**config.mk**
```make
export PLATFORM = sky130hd
export DESIGN_NAME = tmr_result_regs
export DESIGN_NICKNAME = d
export VERILOG_FILES = /design/src/tmr_pkg.sv /design/src/tmr_result_regs.sv /design/src/tmr_temp_encoder.sv /design/src/tmr_status_flags.sv
export SDC_FILE = /design/constraint.sdc
export NUM_CORES = 1
export LEC_CHECK = 0
export BUFFER_PORTS_ARGS = -buffer_cell sky130_fd_sc_hd__buf_2
export CAP_MARGIN = 20
export CORE_MARGIN = 2
export CORE_UTILIZATION = 45
export CTS_CLUSTER_SIZE = 40
export DETAILED_ROUTE_END_ITERATION = 10
export GPL_ROUTABILITY_DRIVEN = 0
export PLACE_DENSITY = 0.77
export REMOVE_ABC_BUFFERS = 1
export SLEW_MARGIN = 20
export SYNTH_ARGS = -nofsm -noshare
export SYNTH_HDL_FRONTEND = slang
export SYNTH_HIERARCHICAL = 1
export SYNTH_SLANG_ARGS = --single-unit
```
**constraint.sdc**
```tcl
create_clock -name ref_clk -period 7.7 [get_ports ref_clk]
set_clock_uncertainty 0.2 [all_clocks]
set_input_delay 0.385 -clock ref_clk [delete_from_list [all_inputs] [get_ports ref_clk]]
set_output_delay 0.385 -clock ref_clk [all_outputs]
set_load 0.01 [all_outputs]
```
**src/tmr_pkg.sv**
```systemverilog
// Shared constants and types for the temperature result and status bank
package tmr_pkg;

  // Channel counts: index 0 is the internal diode, 1..4 the external ones
  localparam int NUM_CHAN      = 5;
  localparam int CHAN_IDX_W    = 3;
  localparam int RAW_W         = 12;
  localparam int FRAC_W        = 3;
  localparam int FRAC_LSB      = 5;
  localparam int FRAC_PAD_W    = 5;

  // Register offsets
  localparam logic [7:0] ADDR_STATUS = 8'h02;
  localparam logic [NUM_CHAN-1:0][7:0] INT_OFS_PRI =
    {8'h32, 8'h2a, 8'h23, 8'h01, 8'h00};
  localparam logic [NUM_CHAN-1:0][7:0] INT_OFS_MIR =
    {8'h68, 8'h66, 8'h64, 8'h62, 8'h60};
  localparam logic [NUM_CHAN-1:0][7:0] FRAC_OFS_PRI =
    {8'h33, 8'h2b, 8'h24, 8'h10, 8'h29};
  localparam logic [NUM_CHAN-1:0][7:0] FRAC_OFS_MIR =
    {8'h69, 8'h67, 8'h65, 8'h63, 8'h61};

  // Reset values
  localparam logic [7:0]        RST_BYTE   = 8'h00;
  localparam logic [FRAC_W-1:0] RST_FRAC   = 3'h0;
  localparam logic [7:0]        UNMAPPED   = 8'h00;

  // Status bit positions
  localparam int ST_ROC   = 7;
  localparam int ST_HOT   = 6;
  localparam int ST_BUSY  = 5;
  localparam int ST_HIGH  = 4;
  localparam int ST_LOW   = 3;
  localparam int ST_FAULT = 2;
  localparam int ST_ECRIT = 1;
  localparam int ST_ICRIT = 0;

  // Scale limits, in whole degrees, and the top fraction code in eighths
  localparam logic signed [9:0] EXT_OFFSET = 10'sd64;
  localparam logic signed [9:0] EXT_MAX    = 10'sd255;
  localparam logic signed [9:0] STD_MAX    = 10'sd127;
  localparam logic [FRAC_W-1:0] FRAC_MAX   = 3'h7;

  typedef struct packed {
    logic                  hit;
    logic                  isStatus;
    logic                  isFrac;
    logic [CHAN_IDX_W-1:0] chan;
  } tmr_decode_t;

  typedef struct packed {
    logic [7:0]        intByte;
    logic [FRAC_W-1:0] frac;
  } tmr_result_t;

  typedef struct packed {
    logic [NUM_CHAN-1:0][7:0]        intB;
    logic [NUM_CHAN-1:0][FRAC_W-1:0] frac;
    logic [NUM_CHAN-1:0][FRAC_W-1:0] shadow;
    logic [7:0]                      rdData;
    logic                            rdValid;
  } tmr_main_state_t;

  typedef struct packed {
    logic [7:0] flags;
    logic       critPrev;
  } tmr_stat_state_t;

endpackage : tmr_pkg

```
**src/tmr_result_regs.sv**
```systemverilog
// Temperature result and diode status register bank
//
// Function
// RULE1 - Internal integer byte, read only, reset zero, at 00h and 60h.
// RULE2 - Internal integer coded plain or offset binary by scale select.
// RULE3 - Internal fraction in bits 7:5, eighth-degree steps.
// RULE4 - Internal fraction at 29h and 61h, reset zero.
// RULE5 - External integer bytes at 01h,23h,2Ah,32h and mirrors 62h-68h.
// RULE6 - External integer bytes coded by the same scale select.
// RULE7 - External fraction bytes at 10h,24h,2Bh,33h and mirrors 63h-69h.
// RULE8 - Status byte at 02h with eight flags, reset zero.
// RULE9 - Status bit 7 shows external 1 or 2 rate over limit.
// RULE10 - Integer read latches fraction shadow; fraction reads return shadow.
// RULE11 - High, low or fault flag drives alert; low includes equal.
// RULE12 - Critical flags drive critical pin, clear when pin releases.
// RULE13 - Extended scale -64..191.875 offset; normal 0..127.875 plain.
// RULE14 - Unused fraction bits read zero; writes have no effect.
// RULE15 - Primary and mirror addresses share the same storage.
`timescale 1ns/100ps
module tmr_result_regs #(
  parameter int NUM_CHAN = tmr_pkg::NUM_CHAN
) (
  // Clock and reset
  input  wire logic                                      ref_clk,
  input  wire logic                                      rst,
  // Register access port
  input  wire logic [7:0]                                regAddr,
  input  wire logic                                      regRd,
  input  wire logic                                      regWr,
  input  wire logic [7:0]                                regWrData,
  output logic [7:0]                                     rdData,
  output logic                                           rdValid,
  // Scale select from configuration
  input  wire logic                                      extRange,
  // Measurement results, one strobe per channel
  input  wire logic [NUM_CHAN-1:0]                       measValid,
  input  wire logic [NUM_CHAN-1:0][tmr_pkg::RAW_W-1:0]   measTemp,
  // Status conditions
  input  wire logic                                      rocExceeded,
  input  wire logic                                      hottestChanged,
  input  wire logic                                      convBusy,
  input  wire logic                                      highEvent,
  input  wire logic                                      lowEvent,
  input  wire logic                                      faultEvent,
  input  wire logic                                      extOverCrit,
  input  wire logic                                      intOverCrit,
  // Pins, active high
  output logic                                           alertAct,
  output logic                                           critAct
);

  tmr_pkg::tmr_main_state_t         s_q;
  tmr_pkg::tmr_main_state_t         s_d;
  tmr_pkg::tmr_result_t [NUM_CHAN-1:0] enc;
  tmr_pkg::tmr_decode_t             dec;
  logic [7:0]                       statusFlags;
  logic                             statusRd;

  // Address to storage decode
  function automatic tmr_pkg::tmr_decode_t decodeAddr(
    input logic [7:0] addr
  );
    tmr_pkg::tmr_decode_t d;
    d = '0;
    if (addr == tmr_pkg::ADDR_STATUS)
    begin
      d.hit      = 1'b1;
      d.isStatus = 1'b1;
    end
    else
    begin
      for (int c = 0; c < NUM_CHAN; c++)
      begin
        // RULE15 mirror decodes alike
        if (addr == tmr_pkg::INT_OFS_PRI[c] ||
            addr == tmr_pkg::INT_OFS_MIR[c])
        begin
          d.hit  = 1'b1;
          d.chan = tmr_pkg::CHAN_IDX_W'(c);
        end
        // RULE4 RULE7 fraction addresses
        else if (addr == tmr_pkg::FRAC_OFS_PRI[c] ||
                 addr == tmr_pkg::FRAC_OFS_MIR[c])
        begin
          d.hit    = 1'b1;
          d.isFrac = 1'b1;
          d.chan   = tmr_pkg::CHAN_IDX_W'(c);
        end
      end
    end
    return d;
  endfunction : decodeAddr

  // Fraction byte with unused bits at zero
  function automatic logic [7:0] fracByte(
    input logic [tmr_pkg::FRAC_W-1:0] code
  );
    return {code, {tmr_pkg::FRAC_PAD_W{1'b0}}};
  endfunction : fracByte

  assign dec      = decodeAddr(regAddr);
  assign statusRd = regRd & dec.hit & dec.isStatus;

  // RULE2 RULE6 RULE13 scale encoding
  for (genvar c = 0; c < NUM_CHAN; c++)
  begin : g_enc
    tmr_temp_encoder u_enc (
      .tempRaw  (measTemp[c]),
      .extRange (extRange),
      .result   (enc[c])
    );
  end

  tmr_status_flags u_status (
    .ref_clk        (ref_clk),
    .rst            (rst),
    .rocExceeded    (rocExceeded),
    .hottestChanged (hottestChanged),
    .convBusy       (convBusy),
    .highEvent      (highEvent),
    .lowEvent       (lowEvent),
    .faultEvent     (faultEvent),
    .extOverCrit    (extOverCrit),
    .intOverCrit    (intOverCrit),
    .statusRd       (statusRd),
    .flags          (statusFlags),
    .alertAct       (alertAct),
    .critAct        (critAct)
  );

  always_comb
  begin
    s_d         = s_q;
    s_d.rdValid = regRd;
    s_d.rdData  = tmr_pkg::UNMAPPED;
    // Result capture from the measurement engine
    for (int c = 0; c < NUM_CHAN; c++)
    begin
      if (measValid[c])
      begin
        s_d.intB[c] = enc[c].intByte;
        s_d.frac[c] = enc[c].frac;
      end
    end
    if (regRd && dec.hit)
    begin
      if (dec.isStatus)
        // RULE8 status read
        s_d.rdData = statusFlags;
      else if (dec.isFrac)
        // RULE3 RULE7 RULE14 fraction read
        s_d.rdData = fracByte(s_q.shadow[dec.chan]);
      else
      begin
        // RULE1 RULE5 integer read
        s_d.rdData = s_q.intB[dec.chan];
        // RULE10 shadow latch
        s_d.shadow[dec.chan] = s_q.frac[dec.chan];
      end
    end
    // RULE14 writes are ignored, regWr steers nothing
  end

  always_ff @(posedge ref_clk)
  begin
    if (rst)
      s_q <= '0;
    else
      s_q <= s_d;
  end

  assign rdData  = s_q.rdData;
  assign rdValid = s_q.rdValid;
endmodule : tmr_result_regs

```
**src/tmr_temp_encoder.sv**
```systemverilog
// Converts a raw channel reading into integer byte and fraction code
`timescale 1ns/100ps
module tmr_temp_encoder (
  // Raw reading in eighths of a degree, two's complement
  input  wire logic signed [tmr_pkg::RAW_W-1:0] tempRaw,
  // Scale select
  input  wire logic                             extRange,
  // Encoded result
  output tmr_pkg::tmr_result_t                  result
);

  logic signed [9:0] whole;
  logic signed [9:0] shifted;

  always_comb
  begin
    whole   = 10'($signed(tempRaw[tmr_pkg::RAW_W-1:tmr_pkg::FRAC_W]));
    result  = '0;
    if (extRange)
    begin
      // Offset binary, -64 reads as zero
      shifted = whole + tmr_pkg::EXT_OFFSET;
      if (shifted < 10'sd0)
        result = '0;
      else if (shifted > tmr_pkg::EXT_MAX)
        result = {tmr_pkg::EXT_MAX[7:0], tmr_pkg::FRAC_MAX};
      else
        result = {shifted[7:0], tempRaw[tmr_pkg::FRAC_W-1:0]};
    end
    else
    begin
      // Plain binary, clamped to 0..127.875
      shifted = whole;
      if (whole < 10'sd0)
        result = '0;
      else if (whole > tmr_pkg::STD_MAX)
        result = {tmr_pkg::STD_MAX[7:0], tmr_pkg::FRAC_MAX};
      else
        result = {whole[7:0], tempRaw[tmr_pkg::FRAC_W-1:0]};
    end
  end

endmodule : tmr_temp_encoder

```
**src/tmr_status_flags.sv**
```systemverilog
// Diode status flags, alert and critical pin drive
`timescale 1ns/100ps
module tmr_status_flags (
  // Clock and reset
  input  wire logic       ref_clk,
  input  wire logic       rst,
  // Condition inputs from the measurement side
  input  wire logic       rocExceeded,
  input  wire logic       hottestChanged,
  input  wire logic       convBusy,
  input  wire logic       highEvent,
  input  wire logic       lowEvent,
  input  wire logic       faultEvent,
  input  wire logic       extOverCrit,
  input  wire logic       intOverCrit,
  // Status read strobe
  input  wire logic       statusRd,
  // Flags and pins
  output logic [7:0]      flags,
  output logic            alertAct,
  output logic            critAct
);

  tmr_pkg::tmr_stat_state_t s_q;
  tmr_pkg::tmr_stat_state_t s_d;
  logic                     pinNow;
  logic                     pinRelease;

  assign pinNow     = extOverCrit | intOverCrit;
  assign pinRelease = s_q.critPrev & ~pinNow;

  always_comb
  begin
    s_d          = s_q;
    s_d.critPrev = pinNow;
    // RULE9 roc level flag
    s_d.flags[tmr_pkg::ST_ROC]  = rocExceeded;
    s_d.flags[tmr_pkg::ST_HOT]  = hottestChanged;
    s_d.flags[tmr_pkg::ST_BUSY] = convBusy;
    // Read clears sticky alert flags, set wins
    if (statusRd)
    begin
      s_d.flags[tmr_pkg::ST_HIGH]  = 1'b0;
      s_d.flags[tmr_pkg::ST_LOW]   = 1'b0;
      s_d.flags[tmr_pkg::ST_FAULT] = 1'b0;
    end
    if (highEvent)
      s_d.flags[tmr_pkg::ST_HIGH] = 1'b1;
    // RULE11 low at or below threshold
    if (lowEvent)
      s_d.flags[tmr_pkg::ST_LOW] = 1'b1;
    if (faultEvent)
      s_d.flags[tmr_pkg::ST_FAULT] = 1'b1;
    // RULE12 clear on pin release
    if (pinRelease)
    begin
      s_d.flags[tmr_pkg::ST_ECRIT] = 1'b0;
      s_d.flags[tmr_pkg::ST_ICRIT] = 1'b0;
    end
    if (extOverCrit)
      s_d.flags[tmr_pkg::ST_ECRIT] = 1'b1;
    if (intOverCrit)
      s_d.flags[tmr_pkg::ST_ICRIT] = 1'b1;
  end

  always_ff @(posedge ref_clk)
  begin
    if (rst)
      s_q <= '0;
    else
      s_q <= s_d;
  end

  assign flags = s_q.flags;
  // RULE11 alert from flags
  assign alertAct = s_q.flags[tmr_pkg::ST_HIGH] | s_q.flags[tmr_pkg::ST_LOW]
                  | s_q.flags[tmr_pkg::ST_FAULT];
  // RULE12 critical pin from flags
  assign critAct = s_q.flags[tmr_pkg::ST_ECRIT]
                 | s_q.flags[tmr_pkg::ST_ICRIT];
endmodule : tmr_status_flags

```
==> metrics.md <==
| Metric | Value |
|---|---|
| Data required, critical path | `7.73 ns` |
| Pin count of the biggest net entering global routing | `84` |
| Unique masters post-synth | `65` |
| Number of endpoints with negative hold slack in the final report | `0` |
| Worst-Margin Slew | `1.01 ns` |
| Startpoint Class | `input pin` |
| Iteration-0 DRC count of the detailed router | `352` |
| Initial standard-cell utilization of the core | `45.7%` |
| Core region area | `0.0125 mm2` |
| Total die area | `0.0136 mm2` |
| Vias in the first global route | `4,510` |
| Number of search-and-repair iterations in the first detailed-routing pass | `5` |
| Cell row count | `41` |
| RSZ-0062 raised after global routing | `no` |
| Number of sinks driven by the clock tree | `88` |
| Clock-pin slew on the worst setup and hold paths | `0.06 ns` |
| Max Fclk | `328 MHz` |
| Antenna diode count | `0` |
| FF-to-FF End | `rdData[2]` |
| Number of port buffers | `95` |
| Fin. max-slew vios | `0` |
| Power density cells | `169 mW/mm2` |
| Half-perimeter wire length after placement | `9970 um` |
| Reported leakage power | `0.00266 uW` |
| Number of H-tree branching levels | `3` |
| Number of top-level pins | `105` |
| Area after DPL | `0.00611 mm2` |
| Post-cts repair resize count | `0` |
| Post-DRT Antenna Nets | `0` |
| Worst vdd ir | `0.118 mV` |
| Final period demand of the worst path | `3.05 ns` |
| Fillers | `1,227` |
| Post-Syn Instances | `679` |
| Non-filler cells, final | `902` |
| Final-layout setup total negative slack | `0 ns` |
| End of the critical path | `s_q[11]` |
| Status | `complete, no violations` |
| Aggregate routed wire length | `13,500 um` |
| Bufs on Longest Clock Path | `2` |
| Mapped Area | `0.00572 mm2` |
| Area Overhead vs Synth | `11.5%` |
| Number of warnings reported in the yosys synthesis log | `6` |
| R2R cell count | `3` |
| # Max-Cap Violations | `0` |
| CTS root buffer | `clkbuf_16` |
| Worst EP arrival | `3.08 ns` |
| Total global routing track utilization | `19.7%` |
| Die Span Y | `117 um` |
| Avg WL per Cell | `14.9 um` |
| Number of CTS-inserted buffers | `9` |
| TritonCTS clock tree | `yes` |
| Global-route wire length before repair | `21,600 um` |
| Leading register cell type out of synthesis | `dfxtp_1` |
| Share of final-layout standard cells stronger than drive strength 1 | `19.3%` |
| Worst min-delay path class | `input pin to flip-flop` |
| Final setup viols | `0` |
| Post-synth EDFFs | `0` |
| Number of antenna violations at the first check in global routing | `0` |
| Power Total | `1080 uW` |
| Rel. slew slack | `32.2%` |
| Insertion delay of the later-clocked pin in the worst-skew pair | `0.34 ns` |
| Post-synthesis sequential area ratio | `30.8%` |
| Post-CTS Setup Inserts | `0` |
| Fraction of synthesis flops using an asynchronous set or reset pin | `0%` |
| Register bit count reported by yosys | `88` |
| Post-DR vias/cell | `5.67` |
| Chip Width | `117 um` |
| Ratio of final minimum period to clock period | `39.6%` |
| Critical-path maximum fanout | `12` |
| Mean post-synth cell area | `8.42 um2` |
| Number of vias after detailed routing | `5,111` |
| Cell Count Post-Placement | `886` |
| Kind of critical path | `input pin to flip-flop` |
| Category of the worst setup path capture point | `flip-flop` |
| Flop-to-flop setup slack | `6.30 ns` |
| CTS hold repair buffers | `0` |
| Startpoint of the most critical setup path | `regAddr[5]` |
| Remaining design rule violation count | `0` |
| Beginning of the worst register-to-register path | `s_q[49]` |
| Total global routing overflow | `0` |
| Finished layout cell area | `0.00638 mm2` |
| Final nets | `834` |
how the worst min path moves through the flow:
stage / start / to / depth (start not counted)
after global routing: highEvent / u_status/flags[4] / 3
after floorplan: s_q[12] / s_q[12] / 2
after detailed placement: s_q[13] / s_q[13] / 2
after global placement: s_q[14] / s_q[14] / 2
final: faultEvent / u_status/flags[2] / 3
after CTS: lowEvent / u_status/flags[3] / 3
cells by family after synthesis:
family | share of synthesized area [%]
compound gates | 23.1
buf+inv | 7.13
flops | 30.8
mux | 13.9
simple gates | 21.5
xor+xnor | 0.306
fa+ha+maj | 3.28
synth_stat cells, drive strengths merged, types with 5 or more instances:
cell	count	share of area, %
mux2	10	2.2
o31ai	5	0.66
mux2i	67	12
nand2	12	0.79
nor3b	5	0.66
dfxtp	88	31
and3	5	0.55
ha	15	3.3
and4b	5	0.88
clkbuf	29	1.9
nand3b	6	0.79
nand3	24	2.1
a21oi	20	1.9
or4b	9	1.7
a211oi	9	1.3
nor3	6	0.53
nand2b	5	0.55
nand4	12	1.3
nor2b	17	1.9
o21ai	59	5.9
o2111ai	5	0.77
o211ai	59	7.7
buf	32	3.5
o21a	7	0.92
nor4	8	1.1
nor2	82	5.4
inv	26	1.7
stage by stage:
stage | setup WS, ns | utilization, % | hold WS (ns)
floorplan | 4.98 | - | 0.223
global placement | 4.42 | 48.8 | 0.237
detailed placement | 4.36 | 48.8 | 0.245
CTS | 4.73 | 50.9 | 0.0736
global route | 4.46 | 50.9 | 0.0845
finish | 4.65 | 50.9 | 0.0744
critical path, stage by stage:
cell and delay (ns):
buf_2 0.19, nor4bb_1 0.60, o21ai_4 0.22, o211ai_1 0.79, or2_1 0.37, or4b_4 0.23, mux2_4 0.29
cells in the final DEF, fill, tap and decap left out, drive strengths merged, types with 6 or more instances in the layout:
| cell | netlist | layout |
|---|---|---|
| a21oi | 20 | 20 |
| mux2 | 10 | 10 |
| o211ai | 59 | 59 |
| mux2i | 67 | 67 |
| nand4 | 12 | 12 |
| o21ai | 59 | 59 |
| o21a | 7 | 7 |
| nor3 | 6 | 6 |
| buf | 32 | 96 |
| or4b | 9 | 9 |
| nor2 | 82 | 82 |
| nor4 | 8 | 8 |
| a211oi | 9 | 9 |
| ha | 15 | 15 |
| nand2 | 12 | 12 |
| clkbuf | 29 | 9 |
| dfxtp | 88 | 88 |
| nor2b | 17 | 17 |
| nand3 | 24 | 24 |
| nand3b | 6 | 6 |
| inv | 26 | 28 |
final cells by class:
| class | count | area (um2) | area share [%] |
|---|---|---|---|
| multi-input combinational | 504 | 3550 | 55.7 |
| clock buffer | 9 | 225 | 3.53 |
| timing repair buffer | 96 | 483 | 7.57 |
| tap | 172 | 215 | 3.37 |
| inverter | 26 | 97.6 | 1.53 |
| clock inverter | 7 | 45.0 | 0.706 |
| sequential | 88 | 1760 | 27.6 |
state kept, by name (all words and copies together) (netlist names):
| register | flops |
|---|---|
| s_q | 70 |
| rdData | 8 |
| u_status/flags | 8 |
| rdValid | 1 |
| u_status/s_q | 1 |
power breakdown:
part	internal, uW	switching [uW]	total (uW)	leakage [uW]
clock network	218	180	398	0.000136
registers	480	17.3	497	0.000722
logic	77.5	105	182	0.00180
layer usage:
layer,wire length [um],part of all wire [%],GRT usage (%)
met5,0,0,0
met4,237,1.8,6.67
met3,618,4.6,3.27
met2,5880,44,30.2
met1,6720,50,28.2
Note: power is estimated with default switching activity, not from simulation.
